===== config.mk =====
export PLATFORM = sky130hd
export DESIGN_NAME = gauge_cmd_ctrl
export DESIGN_NICKNAME = d
export VERILOG_FILES = /design/src/hdl/gauge_cmd_ctrl.v
export VERILOG_INCLUDE_DIRS = /design/src /design/src/hdl
export SDC_FILE = /design/constraint.sdc
export NUM_CORES = 1
export LEC_CHECK = 0
export BUFFER_PORTS_ARGS = -buffer_cell sky130_fd_sc_hd__buf_4
export CORE_UTILIZATION = 40
export DETAILED_ROUTE_END_ITERATION = 16
export PLACE_DENSITY = 0.68
export RECOVER_POWER = 25
export SLEW_MARGIN = 40
export SYNTH_ARGS = -nofsm -noshare
export SYNTH_HDL_FRONTEND = slang
export SYNTH_SLANG_ARGS = --single-unit

===== constraint.sdc =====
create_clock -name clk -period 7.3 [get_ports clk]
set_input_delay 0.73 -clock clk [delete_from_list [all_inputs] [get_ports clk]]
set_output_delay 0.73 -clock clk [all_outputs]
set_load 0.05 [all_outputs]

===== src/hdl/gauge_cmd_map.vh =====
// Constants for the gauge command and mode control block
`ifndef GAUGE_CMD_MAP_VH
`define GAUGE_CMD_MAP_VH
// Word command codes
`define CMD_FACTORY 8'h00
`define CMD_LOW_CAP 8'h01
`define CMD_LOW_TIME 8'h02
`define CMD_OPTIONS 8'h03
// Factory command word values
`define FC_ABORT_CAL 16'h0660
`define FC_PROG_EE 16'h0606
`define FC_REVISION 16'h07e6
// Battery slave address, write form
`define BATT_ADDR 8'h16
// Option word bit positions
`define OPT_RELEARN 7
`define OPT_CTRL_EN 8
`define OPT_CELL 9
`define OPT_ALARM_OFF 13
`define OPT_CHG_OFF 14
`define OPT_CAP_UNIT 15
`define OPT_WR_MASK 16'he400
// Timing, clock 10 MHz
`define CLK_HZ 10000000
`define ABORT_MS 20
`define EE_PWR_MS 900
`define POLL_MS 150
`define ALARM_HOLD_S 55
`define BUSOFF_MS 2500
`define BUSOFF_CLR_MS 130
`define STORE_S 20
`define RELEARN_CYCLES 20
`define ZERO16 16'h0000
`endif


===== src/hdl/gauge_cmd_ctrl.v =====
// Command and mode control of a battery gas gauge
`include "gauge_cmd_map.vh"
`default_nettype none
module gauge_cmd_ctrl #(
	parameter [15:0] REVISION = 16'h0001,
	parameter [31:0] POLL_CYC = (`POLL_MS * (`CLK_HZ / 1000)) - 1,
	parameter [31:0] HOLD_CYC = `ALARM_HOLD_S * `CLK_HZ,
	parameter [31:0] BUSOFF_CYC = `BUSOFF_MS * (`CLK_HZ / 1000),
	parameter [31:0] STORE_CYC = `STORE_S * `CLK_HZ
) (
	// Clock and reset
	input wire clk,
	input wire nrst,
	// Decoded word command port
	input wire cmd_wr,
	input wire cmd_rd,
	input wire [7:0] cmd_code,
	input wire [15:0] cmd_wdata,
	output reg [15:0] cmd_rdata,
	// Host bus address seen and line levels (pins)
	input wire addr_seen,
	input wire [7:0] addr_byte,
	input wire bus_clk_pin,
	input wire bus_dat_pin,
	// EEPROM defaults and sealed state
	input wire [15:0] ee_low_cap,
	input wire [15:0] ee_low_time,
	input wire sealed,
	// Calibration engine
	input wire cal_active,
	input wire cal_done,
	input wire cal_stored,
	input wire store_requested,
	output reg cal_abort,
	output reg offset_corr_en,
	output reg offset_correction_valid,
	output reg save_offsets,
	output reg enter_storage,
	// Gauge measurements
	input wire [15:0] charge_left_value,
	input wire [15:0] mean_runtime_estimate,
	input wire cycle_count_tick,
	input wire full_charge_update,
	input wire learn_complete,
	// Bridge and broadcast controls
	output reg bridge_on,
	output reg ee_power,
	output wire monitor_en,
	output wire alarm_broadcast_en,
	output wire charge_broadcast_en,
	output wire capacity_unit_10mw,
	output reg cap_alarm,
	output reg time_alarm
);
	// Thresholds and factory word
	reg [15:0] low_cap_q;
	reg [15:0] low_time_q;
	reg [15:0] factory_q;
	// Mode word state and relearn tracking
	reg init_q;
	reg relearn_q;
	reg alarm_off_q;
	reg chg_off_q;
	reg unit_q;
	reg [4:0] stale_q;
	// Poll, hold, bus-off and storage timers
	reg [31:0] poll_q;
	reg [31:0] hold_q;
	reg [31:0] off_q;
	reg [31:0] store_q;
	reg bus_off_q;
	reg storing_q;
	// Two-stage synchronisers for the host bus lines
	reg [1:0] sclk_s;
	reg [1:0] sdat_s;
	wire lines_low;
	wire opt_wr;
	wire poll_hit;

	// Write strobe for one command code
	function wr_to(input [7:0] c);
		wr_to = cmd_wr & (cmd_code == c);
	endfunction

	assign lines_low = ~sclk_s[1] & ~sdat_s[1];
	assign opt_wr = wr_to(`CMD_OPTIONS);
	assign poll_hit = (poll_q >= POLL_CYC);

	assign monitor_en = ~bridge_on;
	assign alarm_broadcast_en = ~alarm_off_q & ~(|hold_q);
	assign charge_broadcast_en = ~chg_off_q;
	assign capacity_unit_10mw = unit_q;

	// Only the second stage is read, so a metastable first stage never reaches logic
	always @(posedge clk) begin
		sclk_s <= {sclk_s[0], bus_clk_pin};
		sdat_s <= {sdat_s[0], bus_dat_pin};
	end
	always @* begin
		case (cmd_code)
			`CMD_FACTORY: cmd_rdata = factory_q;
			`CMD_LOW_CAP: cmd_rdata = low_cap_q;
			`CMD_LOW_TIME: cmd_rdata = low_time_q;
			`CMD_OPTIONS: cmd_rdata = {unit_q, chg_off_q, alarm_off_q, 5'h00, relearn_q, 7'h00};
			default: cmd_rdata = `ZERO16;
		endcase
	end

	always @(posedge clk) begin
		if (!nrst) begin
			init_q <= 1'b1;
			low_cap_q <= `ZERO16;
			low_time_q <= `ZERO16;
		end else if (init_q) begin
			init_q <= 1'b0;
			low_cap_q <= ee_low_cap;
			low_time_q <= ee_low_time;
		end else begin
			// Host writes; a write in the load cycle is lost
			if (wr_to(`CMD_LOW_CAP))
				low_cap_q <= cmd_wdata;
			if (wr_to(`CMD_LOW_TIME))
				low_time_q <= cmd_wdata;
		end
	end

	always @(posedge clk) begin
		if (!nrst) begin
			factory_q <= `ZERO16;
			bridge_on <= 1'b0;
			ee_power <= 1'b0;
			cal_abort <= 1'b0;
			offset_corr_en <= 1'b1;
			offset_correction_valid <= 1'b0;
		end else begin
			cal_abort <= 1'b0;
			if (wr_to(`CMD_FACTORY)) begin
				factory_q <= cmd_wdata;
				if (cmd_wdata == `FC_ABORT_CAL)
					cal_abort <= cal_active;
				if (cmd_wdata == `FC_REVISION)
					factory_q <= REVISION;
				if (cmd_wdata == `FC_PROG_EE && !sealed) begin
					bridge_on <= 1'b1;
					ee_power <= 1'b1;
				end
			end
			// Battery address ends bridge, winning over a program command
			if (bridge_on && addr_seen && addr_byte == `BATT_ADDR) begin
				bridge_on <= 1'b0;
				ee_power <= 1'b0;
			end
			// Offset valid tracking; a stored result wins over an abort
			if (cal_stored) begin
				offset_correction_valid <= 1'b1;
				offset_corr_en <= 1'b1;
			end else begin
				if (cal_active)
					offset_correction_valid <= 1'b0;
				// Correction off when calibration is aborted
				if (wr_to(`CMD_FACTORY) && cmd_wdata == `FC_ABORT_CAL && cal_active)
					offset_corr_en <= 1'b0;
			end
		end
	end

	always @(posedge clk) begin
		if (!nrst) begin
			store_q <= 32'h0;
			storing_q <= 1'b0;
			save_offsets <= 1'b0;
			enter_storage <= 1'b0;
		end else begin
			save_offsets <= 1'b0;
			enter_storage <= 1'b0;
			if (cal_done && store_requested) begin
				save_offsets <= 1'b1;
				storing_q <= 1'b1;
				store_q <= 32'h0;
			end else if (storing_q) begin
				if (store_q >= STORE_CYC - 1) begin
					storing_q <= 1'b0;
					enter_storage <= 1'b1;
				end else
					store_q <= store_q + 32'h1;
			end
		end
	end

	always @(posedge clk) begin
		if (!nrst) begin
			stale_q <= 5'h00;
			relearn_q <= 1'b0;
		end else begin
			// Cycles since the last capacity update, saturating
			if (full_charge_update)
				stale_q <= 5'h00;
			else if (cycle_count_tick && stale_q != 5'h1f)
				stale_q <= stale_q + 5'h01;
			// Set wins over a learn completion in the same cycle
			if (init_q || stale_q >= `RELEARN_CYCLES)
				relearn_q <= 1'b1;
			else if (learn_complete)
				relearn_q <= 1'b0;
		end
	end

	always @(posedge clk) begin
		if (!nrst) begin
			alarm_off_q <= 1'b0;
			chg_off_q <= 1'b0;
			unit_q <= 1'b0;
			poll_q <= 32'h0;
			hold_q <= 32'h0;
			off_q <= 32'h0;
			bus_off_q <= 1'b0;
		end else begin
			// Bus off after both lines stay low long enough
			if (!lines_low) begin
				off_q <= 32'h0;
				bus_off_q <= 1'b0;
			end else if (off_q >= BUSOFF_CYC - 1)
				bus_off_q <= 1'b1;
			else
				off_q <= off_q + 32'h1;
			if (poll_hit)
				poll_q <= 32'h0;
			else
				poll_q <= poll_q + 32'h1;
			// Bus off returns mode bits to defaults, over any write
			if (bus_off_q) begin
				alarm_off_q <= 1'b0;
				chg_off_q <= 1'b0;
				unit_q <= 1'b0;
				hold_q <= 32'h0;
			end else begin
				// Only bits 13 to 15 are kept
				if (opt_wr) begin
					alarm_off_q <= cmd_wdata[`OPT_ALARM_OFF];
					chg_off_q <= cmd_wdata[`OPT_CHG_OFF];
					unit_q <= cmd_wdata[`OPT_CAP_UNIT];
				end
				// Poll clears the bit and restarts the hold; a write then wins
				if (poll_hit) begin
					if (alarm_off_q && !opt_wr) begin
						alarm_off_q <= 1'b0;
						hold_q <= HOLD_CYC;
					end
				end else if (hold_q != 32'h0)
					hold_q <= hold_q - 32'h1;
			end
		end
	end

	always @(posedge clk) begin
		if (!nrst) begin
			cap_alarm <= 1'b0;
			time_alarm <= 1'b0;
		end else begin
			// A zero threshold never trips, as nothing is below zero
			cap_alarm <= (low_cap_q != `ZERO16) && (charge_left_value < low_cap_q)
				&& alarm_broadcast_en;
			time_alarm <= (low_time_q != `ZERO16) && (mean_runtime_estimate < low_time_q)
				&& alarm_broadcast_en;
		end
	end
endmodule
`default_nettype wire


# Yosys cells after proc, flatten, opt, wreduce, memory -nomap -nowiden
# Cells that the tools add are included.
# W data, S select, Z words.
[word_totals]
regBits = 200
inputBits = 111
output_inout_bits = 29
word_cells = 119
[op_classes]
add_sub_neg = 5
magnitude_cmp = 6
n_eq_ne = 9
muxes = 22
n_bitwise = 15
reduce_logical = 37
[op_table]
columns = ["operator", "count"]
rows = [
  ["$add A32 B1 Y32 const B", 3],
  ["$mux W32", 3],
  ["$mux W16", 5],
  ["$pmux W16 S4", 1],
  ["$eq A16 B11 Y1 const B", 3],
  ["$ge A32 B21 Y1 const B", 1],
  ["$ge A32 B25 Y1 const B", 1],
  ["$ge A32 B28 Y1 const B", 1],
  ["$lt A16 B16 Y1", 2],
  ["$reduce_bool A16 Y1", 2],
  ["$reduce_bool A32 Y1", 1],
  ["$reduce_or A32 Y1", 1],
  ["$sub A32 B1 Y32 const B", 1],
  ["$eq A8 B2 Y1 const B", 2],
  ["$mux W1", 13],
  ["$logic_and A1 B1 Y1", 12],
  ["$reduce_or A2 Y1", 6],
  ["$reduce_bool A2 Y1", 5],
  ["$not A1 Y1", 9],
  ["$eq A8 B1 Y1 const B", 1],
  ["$eq A8 B5 Y1 const B", 1],
  ["$logic_not A8 Y1", 1],
  ["$reduce_and A2 Y1", 4],
  ["$and A1 B1 Y1", 6],
  ["other kinds (8)", 9],
]

# Longest topological paths before layout
# Gate-level depths: netlist of run 1.
[logic_depth]
depth_word = 6
depth_mapped = 10
depth_no_buf = 9

# Worst setup path after synthesis of run 1
# No wires, ideal clock.
[synth_timing]
kind = "input-to-output"
from = "input port cmd_code[1]"
to = "output port cmd_rdata[0]"
t_arrival_ps = 2538
required_ps = 6570
slack_ps = 4032
cell_stages = 6
path_buffers = 2
path_cell_list = "buf_1 > buf_1 > mux2i_1 > nor2_1 > a21oi_1 > nor2_1"
[synth_between]
elab_chain_len = 2
word_cells_on_any_way = 5
cone_classes = "eq/ne (3); mux (1); reduce/logical (1)"
[synth_rtl]
columns = ["element", "line", "rtl"]
rows = [
  ["from (decl)", "gauge_cmd_ctrl.v:17", "input wire [7:0] cmd_code,"],
  ["$eq A8 B2 Y1, or another cell as far along", "gauge_cmd_ctrl.v:100", "case (cmd_code)"],
  ["$pmux W16 S4 (*)", "gauge_cmd_ctrl.v:100", ""],
  ["to (decl)", "gauge_cmd_ctrl.v:19", "output reg [15:0] cmd_rdata,"],
]
# Mark *: on every way between the ends. The rest lies on a longest branch, timed or not.

# Worst setup path after layout of run 1
[layout_timing]
from = "input port nrst"
to = "register off_q[2]"
[layout_between]
elab_chain_len = 1
[layout_rtl]
columns = ["element", "line", "rtl"]
rows = [
  ["from (decl)", "gauge_cmd_ctrl.v:13", "input wire nrst,"],
  ["$reduce_and A2 Y1 (no source line)", "n/a", ""],
  ["to (signal assigned)", "gauge_cmd_ctrl.v:225", "off_q <= off_q + 32'h1;"],
  ["to (decl)", "gauge_cmd_ctrl.v:69", "reg [31:0] off_q;"],
]
# Every way passes these cells.
# A chain may end at the register's enable or synchronous reset.

==> reports/qor.yml, run 1 <==
fin_area_mm2: 0.0117
layout.nets: 1443
required_ps: 7590
cp_data_arrival_time_ps: 3850
seqPwrFrac_pct: 50.6
drtAntennaViolNets: 0
power_density_mw_per_mm2: 191
n_fill_cell: 2303
path_class: "in -> reg"
grt_use_met2_pct: 31.3
hold_path_depth: 0
ys_ff_latch: 200
clkTransAtPathRegs_ps: 70
cts_tree: "yes"
worstMarginPinSlew_ps: 2120
rsz0062_at_grt: "no"
cts_hold_buf: 0
cts-root-buf: "clkbuf_16"
period_share_pct: 48.8
core-area_mm2: 0.0242
fin_setup_tns_ps: 0
drive_gt1_share_pct: 14.2
h-tree-depth: 4
regToRegStartpoint: "hold_q[0]"
synth_xor_area_share_pct: 5.88
finalClockSkew_ps: 10.8
grt_overflow: 0
synth_top_area_share_pct: 40.7
critical-path-slowest-cell: "clkbuf_1"
finalSetupViolations: 0
fp.dieW_um: 159
cts_num_sinks: 200
io_buffer_count: 138
synthTopCellsByArea: "dfxtp_1 (41%), nor2_1 (7.3%), mux2i_1 (4.8%)"
clock_path_buffers: 2
ff2ff_path_depth: 9
place_hpwl_um: 17600
dp.cells: 1600
cts_inserted_buffers: 17
path_cells: "clkbuf_1 -> clkinv_1 -> clkbuf_1 -> or3_1 -> nor2_1"
layout.cells.non_filler: 1633
synth_common_cells: "dfxtp_1 (200), nor2_1 (190), nand2_1 (88)"
synth_top_family_by_area: "simple AND/OR/NAND/NOR gates"
async_flop_share_pct: 0
yosys.area_share.simple_pct: 27.7
synth.yosys.warnings: 0
vdd_drop_max_v: 0.000112
cap_violations: 1
globalRouteMet3Util_pct: 3.89
power_frac_comb_pct: 7.5
finalWirelength_um: 24200
power.internal_mw: 1.71
start_util_pct: 40.7
wl_per_cell_um: 14.8
grtUsageTotal_pct: 19.2
synth-compound-area-share_pct: 11.1
clock_latency_ps: 440
grt_pass1_wl_um: 39400
r2r_slack_ps: 4300
postCtsSetupBuffers: 0
met1_usage_pct: 24.8
row_count: 57
grt_max_degree: 64
min_from: "sclk_s[0]"
start_kind: "primary input"
min_to: "sclk_s[1]"
slew_headroom_pct: -41.1
place.gp.congestion: 0.862
fmax_mhz: 281
crit_fanout: 43
seq_area_frac_synth_pct: 40.7
cp_num_buf_inv: 3
post-route-drc-count: 0
critical-path-top-delay-family: "buffers and inverters"
fin_crit_ps: 3560
vias_per_cell: 5.29
synthToLayoutAreaGrowth_pct: 19.1
synth.most_common_cell: "dfxtp_1"
cts_resized: 0
dpl-instance-area_mm2: 0.0112
ys_types: 66
synth_edf_count: 0
synth_area_mm2: 0.00983
status: "finished with violations"
hold_violations: 0
num_vias: 8637
r2r-end: "hold_q[18]"
die_area_mm2: 0.0252
antenna_found_initial: 1
endpoint_kind: "flop"
power_switching_mw: 0.532
busiest_layer: "met2"
synth_ff_type: "dfxtp_1"
hold_class: "reg -> reg"
swShare_pct: 23.7
yosysTopAreaCell: "dfxtp_1"
synthAdderAreaFrac_pct: 4.71
synthCells: 1171
io_pins: 140
finalMaxSlewViolations: 44
die_h_um: 159
drt_iter0_markers: 572
grt_pass1_vias: 8052
cp_slowest_stage_delay_ps: 1530
first_pass_iters: 5
violations: "capacitance limit, slew limit"
leakagePower_nw: 4.63
synthMuxAreaShare_pct: 6.05
synth.avg_cell_area_um2: 8.40
clkPwrFrac_pct: 42.0
crit_top_cell: "clkbuf_1"
power groups by stage:
stage	combinational [mW]	clock, mW	sequential, mW
floorplan	0.0917	0	1.15
global placement	0.165	0	1.16
detailed placement	0.170	0	1.16
CTS	0.170	0.961	1.13
global route	0.186	1.01	1.14
finish	0.168	0.941	1.13
worst max path at each step:
stage | from | slack, ps | end | cells after the start
after global routing | nrst | 3410 | off_q[6] | 5
after CTS | hold_q[0] | 3760 | alarm_broadcast_en | 7
final | nrst | 3740 | off_q[2] | 5
after global placement | cmd_code[0] | 3690 | low_cap_q[0] | 6
after floorplan | cmd_code[1] | 4030 | cmd_rdata[0] | 6
after detailed placement | cmd_code[3] | 3810 | offset_corr_en | 8
stage by stage:
step	hold WS (ps)	setup slack [ps]	util [%]	total power, mW
after floorplan	310	4030	-	1.24
after global placement	313	3690	46.0	1.32
after detailed placement	319	3810	46.2	1.33
after CTS	335	3760	48.7	2.26
after global routing	342	3410	48.4	2.33
final	332	3740	48.4	2.24
cell families after synthesis:
kind of cell	count (synthesis)
AND/OR/NAND/NOR	539
flip-flops	200
AO/OA/AOI/OAI	181
buffers and inverters	93
XOR/XNOR	66
multiplexers	54
adder cells (fa/ha/maj)	37
other	1
sequential cells by signal (all words and copies together) (netlist names), 2 cells and up:
name        flops
stale_q         5
factory_q      16
low_time_q     16
sclk_s          2
sdat_s          2
low_cap_q      16
off_q          32
store_q        32
hold_q         32
poll_q         32
placed cells by master (no fill, tap or decap), types with 6 or more instances in the layout:
| master | netlist | final |
|---|---|---|
| and4_1 | 8 | 8 |
| nor2_1 | 190 | 190 |
| o21ai_0 | 45 | 45 |
| nand2b_1 | 7 | 7 |
| nor3_1 | 25 | 25 |
| o31ai_1 | 10 | 10 |
| and3_1 | 26 | 26 |
| and2_0 | 0 | 6 |
| inv_1 | 43 | 43 |
| and2_1 | 27 | 21 |
| conb_1 | 1 | 11 |
| clkbuf_1 | 37 | 16 |
| xor2_1 | 48 | 48 |
| mux2i_1 | 47 | 47 |
| a21oi_1 | 72 | 71 |
| clkbuf_16 | 0 | 17 |
| xnor2_1 | 18 | 18 |
| nand2_1 | 88 | 88 |
| nand3_1 | 48 | 47 |
| nor4_1 | 25 | 25 |
| nand4_1 | 41 | 41 |
| nor2b_1 | 8 | 7 |
| or3_1 | 16 | 16 |
| dfxtp_1 | 200 | 199 |
| a21o_1 | 10 | 10 |
| o21ai_1 | 6 | 6 |
| buf_4 | 2 | 126 |
| ha_1 | 37 | 37 |
metal layers:
metal / part of all wire [%] / wire (µm)
met1: 46 / 11200
met2: 46 / 11200
met3: 5.0 / 1220
met4: 2.4 / 580
met5: 0 / 0
final cells by class:
cell class	instances	area, µm²	share of cell area [%]
well taps	324	405	3.46
clock inverters	12	141	1.21
repair buffers	144	1030	8.76
clock buffers	20	447	3.81
multi-input cells	888	5520	47.1
diodes	1	2.50	0.0214
flip-flops and latches	200	4010	34.2
inverters	44	165	1.41
(Power assumes the default switching activity.)
==> inputs of run 2 (changes only) <==
==> constraint.sdc (replaced) <==
create_clock -name clk -period 3.3 [get_ports clk]
set_input_delay 0.33 -clock clk [delete_from_list [all_inputs] [get_ports clk]]
set_output_delay 0.33 -clock clk [all_outputs]
set_load 0.05 [all_outputs]
==> run 2 against run 1 <==
  * Largest power group unchanged
  * Clock skew about the same
  * Setup slack got worse by 3500 ps
  * Critical path depth increased by 2
  * Critical endpoint is now alarm_broadcast_en
  * The flow still finishes with violations (capacitance limit, slew limit)
==> reports/qor.yml, run 2 (synthesis results as in run 1) <==
status: "finished with violations"
violations: "capacitance limit, slew limit"
fin_setup_tns_ps: 0
start_util_pct: 40.7
finalMaxSlewViolations: 100
grt_pass1_vias: 8305
drive_gt1_share_pct: 14.7
layout.nets: 1458
vias_per_cell: 5.26
cp_data_arrival_time_ps: 2730
fmax_mhz: 326
cts_inserted_buffers: 17
die_h_um: 159
path_class: "reg -> out"
place_hpwl_um: 17800
grt_pass1_wl_um: 41000
vdd_drop_max_v: 0.000333
r2r-end: "hold_q[9]"
period_share_pct: 92.9
critical-path-slowest-cell: "or4b_1"
min_from: "ee_low_cap[3]"
hold_path_depth: 3
finalClockSkew_ps: 10.8
critical-path-top-delay-family: "simple AND/OR/NAND/NOR gates"
leakagePower_nw: 4.68
io_buffer_count: 138
cts_num_sinks: 200
drt_iter0_markers: 398
hold_violations: 0
start_kind: "flop"
min_to: "low_cap_q[3]"
post-route-drc-count: 0
grtUsageTotal_pct: 19.8
clkTransAtPathRegs_ps: 70
clock_path_buffers: 2
final_core_util_pct: 48.7
first_pass_iters: 5
cp_num_buf_inv: 2
postCtsSetupBuffers: 0
io_pins: 140
finalWirelength_um: 24800
antennaDiodeCount: 0
h-tree-depth: 4
grt_overflow: 0
required_ps: 2970
place.gp.congestion: 0.884
worstMarginPinSlew_ps: 2040
wl_per_cell_um: 15.0
slew_headroom_pct: -36.1
antenna_found_initial: 0
clock_latency_ps: 430
path_cells: "inv_1 -> ha_1 -> or4b_1 -> nor4_4 -> nand4_1 -> nor2_1 -> buf_4"
fp.dieW_um: 159
endpoint_kind: "output pin"
final_common_cell: "dfxtp_1"
crit_fanout: 6
cts-root-buf: "clkbuf_16"
top_layer: "met4"
fin_crit_ps: 3060
hold_class: "in -> reg"
die_area_mm2: 0.0252
synthToLayoutAreaGrowth_pct: 19.8
wl_met3_um: 1260
r2r_slack_ps: 490
cts_tree: "yes"
drtAntennaViolNets: 0
n_fill_cell: 2366
met2_length_um: 11300
layout_common_cells: "dfxtp_1 (200), nor2_1 (190), buf_4 (139)"
cap_violations: 2
finalSetupViolations: 0
ff2ff_path_depth: 10
regToRegStartpoint: "hold_q[0]"
power_density_mw_per_mm2: 416
met1_length_um: 11600
rsz0062_at_grt: "no"
cp_slowest_stage_delay_ps: 570
row_count: 57
finalPower_mw: 4.91
core-area_mm2: 0.0242
num_vias: 8658
grt_max_degree: 64
[run 2: metal layers]
layer / vias up / global-route usage (%)
li1: 4387 / -
met1: 4015 / 25.6
met2: 212 / 32.3
met3: 44 / 4.00
met4: 0 / 7.86
met5: - / 0
[run 2: cell type report]
class | instances | area [µm²] | area share [%]
sequential | 200 | 4000 | 34.0
multi-input combinational | 888 | 5500 | 46.7
clock inverter | 12 | 114 | 0.967
tap | 324 | 405 | 3.44
clock buffer | 20 | 447 | 3.79
timing repair buffer | 159 | 1140 | 9.70
inverter | 44 | 165 | 1.40
[run 2: where the power goes]
| group | total (mW) | leakage, nW | switching, mW | internal [mW] |
|---|---|---|---|---|
| clock | 2.02 | 0.264 | 0.947 | 1.07 |
| combinational | 0.383 | 2.79 | 0.195 | 0.188 |
| sequential | 2.50 | 1.62 | 0.0516 | 2.45 |
[run 2: through the flow]
step	std cells	setup slack, ps	hold slack (ps)	instance area [µm²]
2_1_floorplan	1181	542	310	9870
3_3_place_gp	1613	441	316	11300
3_5_place_dp	1613	348	314	11300
4_1_cts	1647	238	120	11800
5_1_grt	1647	78.5	115	11800
6_report	1647	236	127	11800
[run 2: tightest hold or removal path: cells and delay by family]
family | cells | cell delay [ps]
AOI/OAI and AO/OA | 1 | 50
buffers and inverters | 1 | 80
and+or+nand+nor | 1 | 70
[run 2: timing repair]
action	in CTS	in global routing
hold endpoints to repair	2	0
gates resized for setup	0	0
hold buffers	2	0
[run 2: worst max-delay path by stage]
stage | startpoint | end | cells after the start | slack, ps
6_report | hold_q[0] | alarm_broadcast_en | 7 | 240
5_1_grt | hold_q[0] | alarm_broadcast_en | 7 | 80
4_1_cts | hold_q[0] | alarm_broadcast_en | 7 | 240
3_5_place_dp | hold_q[0] | hold_q[23] | 9 | 350
3_3_place_gp | hold_q[0] | hold_q[23] | 9 | 440
2_1_floorplan | hold_q[0] | time_alarm | 8 | 540
==> inputs of run 3 (changes only) <==
--- a/config.mk
+++ b/config.mk
@@ -8,9 +8,9 @@
 export LEC_CHECK = 0
 export BUFFER_PORTS_ARGS = -buffer_cell sky130_fd_sc_hd__buf_4
 export CORE_UTILIZATION = 40
+export CTS_CLUSTER_SIZE = 30
 export DETAILED_ROUTE_END_ITERATION = 16
 export PLACE_DENSITY = 0.68
-export RECOVER_POWER = 25
 export SLEW_MARGIN = 40
 export SYNTH_ARGS = -nofsm -noshare
 export SYNTH_HDL_FRONTEND = slang
==> run 3 against run 2 <==
  * The run now ends clean
  * Global-route usage stayed put
  * Via count grew 0.84%
  * Sequential power is essentially flat
  * Cell count unchanged
  * Maximum frequency grew 0.13%
  * Wire length hardly changed
  * Total power is essentially flat
  * Critical path depth did not move
  * Final area increased by 0.56%
  * Utilization up 0.27 points
  * Sequential share of layout area fell by 0.16 points
  * Critical path type unchanged
  * Highest routed layer unchanged
==> reports/qor.yml, run 3 (synthesis results as in run 1) <==
fin_setup_tns_ps: 0
status: "complete, no violations"
final_core_util_pct: 49.0
layout.nets: 1458
critical-path-slowest-cell: "or4b_1"
clock_path_buffers: 2
drtAntennaViolNets: 0
place.gp.congestion: 0.884
cp_data_arrival_time_ps: 2730
grt_pass1_vias: 8305
io_buffer_count: 138
drt_iter0_markers: 426
io_pins: 140
finalWirelength_um: 24800
grtUsageTotal_pct: 19.8
endpoint_kind: "output pin"
cts_inserted_buffers: 17
grt_pass1_wl_um: 41000
grt_overflow: 0
power_density_mw_per_mm2: 414
finalPower_mw: 4.90
place_hpwl_um: 17800
cap_violations: 0
cp_slowest_stage_delay_ps: 570
fmax_mhz: 327
fp.dieW_um: 159
crit_fanout: 6
wl_per_cell_um: 15.0
fin_crit_ps: 3060
die_area_mm2: 0.0252
h-tree-depth: 4
finalSetupViolations: 0
row_count: 57
leakagePower_nw: 4.75
die_h_um: 159
worstMarginPinSlew_ps: 778
holdWs_ps: 129
grt_max_degree: 64
first_pass_iters: 5
busiest_layer: "met2"
fin_area_mm2: 0.0118
start_util_pct: 40.7
antennaDiodeCount: 0
required_ps: 2970
dpl-instance-area_mm2: 0.0113
num_vias: 8731
synthToLayoutAreaGrowth_pct: 20.5
cts_tree: "yes"
drive_gt1_share_pct: 16.0
grt_use_met2_pct: 32.3
core-area_mm2: 0.0242
post-route-drc-count: 0
cts_resized: 0
path_cells: "inv_1 -> ha_1 -> or4b_1 -> nor4_4 -> nand4_1 -> nor2_1 -> buf_4"
met1_usage_pct: 25.6
clkTransAtPathRegs_ps: 70
hold_class: "in -> reg"
path_class: "reg -> out"
hold_violations: 0
vias_per_cell: 5.30
period_share_pct: 92.7
vdd_drop_max_v: 0.000330
cts_num_sinks: 200
rsz0062_at_grt: "no"
start_kind: "flop"
finalMaxSlewViolations: 0
cts-root-buf: "clkbuf_16"
final_common_cell: "dfxtp_1"
antenna_found_initial: 0
globalRouteMet3Util_pct: 4.00
finalClockSkew_ps: 10.2
layout_common_cells: "dfxtp_1 (199), nor2_1 (190), buf_4 (157)"
slew_headroom_pct: 48.0
clock_latency_ps: 430
run 3: cell count changes in the layout (fill, tap and decap cells not counted):
cell / before / now
clkbuf_4: 3 / 0
and2_0: 8 / 0
dfxtp_4: 0 / 1
and2_1: 19 / 27
dfxtp_1: 200 / 199
nor4_1: 26 / 25
clkbuf_1: 17 / 2
nor4_2: 1 / 2
buf_4: 139 / 157
run 3: where the power goes:
group	total (mW)	switching (mW)	internal (mW)
Combinational	0.387	0.196	0.191
Clock	2.01	0.941	1.07
Sequential	2.50	0.0518	2.45
Total	4.90	1.19	3.71
run 3: layout make-up:
type / instances / area (µm²)
flip-flops and latches: 200 / 4010
clock inverters: 12 / 114
well taps: 324 / 405
fillers: 2342 / 12300
clock buffers: 20 / 447
multi-input cells: 888 / 5510
repair buffers: 159 / 1200
inverters: 44 / 165
run 3: metrics by stage:
stage / std cells / setup WS [ps]
finish: 1647 / 240
detailed placement: 1613 / 348
CTS: 1647 / 238
floorplan: 1181 / 542
global route: 1647 / 78.5
global placement: 1613 / 441
run 3: critical path: cells and delay by family (launching register included):
| kind | cells | cell delay, ps |
|---|---|---|
| flops | 1 | 340 |
| buf+inv | 2 | 310 |
| simple gates | 4 | 1450 |
| fa+ha+maj | 1 | 200 |
run 3: worst paths after layout:
path / start / end / slack (ps) / depth (start not counted)
max: hold_q[0] / alarm_broadcast_en / 240 / 7
min: ee_low_cap[3] / low_cap_q[3] / 130 / 3
max reg2reg: hold_q[0] / hold_q[9] / 480 / 10
min reg2reg: sclk_s[0] / sclk_s[1] / 330 / 0
run 3: what timing repair did:
action / 4_1_cts / 5_1_grt
hold endpoints to repair: 2 / 0
hold buffers: 2 / 0
setup buffers: 0 / 0
run 3: routing by layer:
layer	vias up	routed length, µm
li1	4386	-
met1	4075	11500
met2	226	11300
met3	44	1280
met4	0	677
met5	-	0
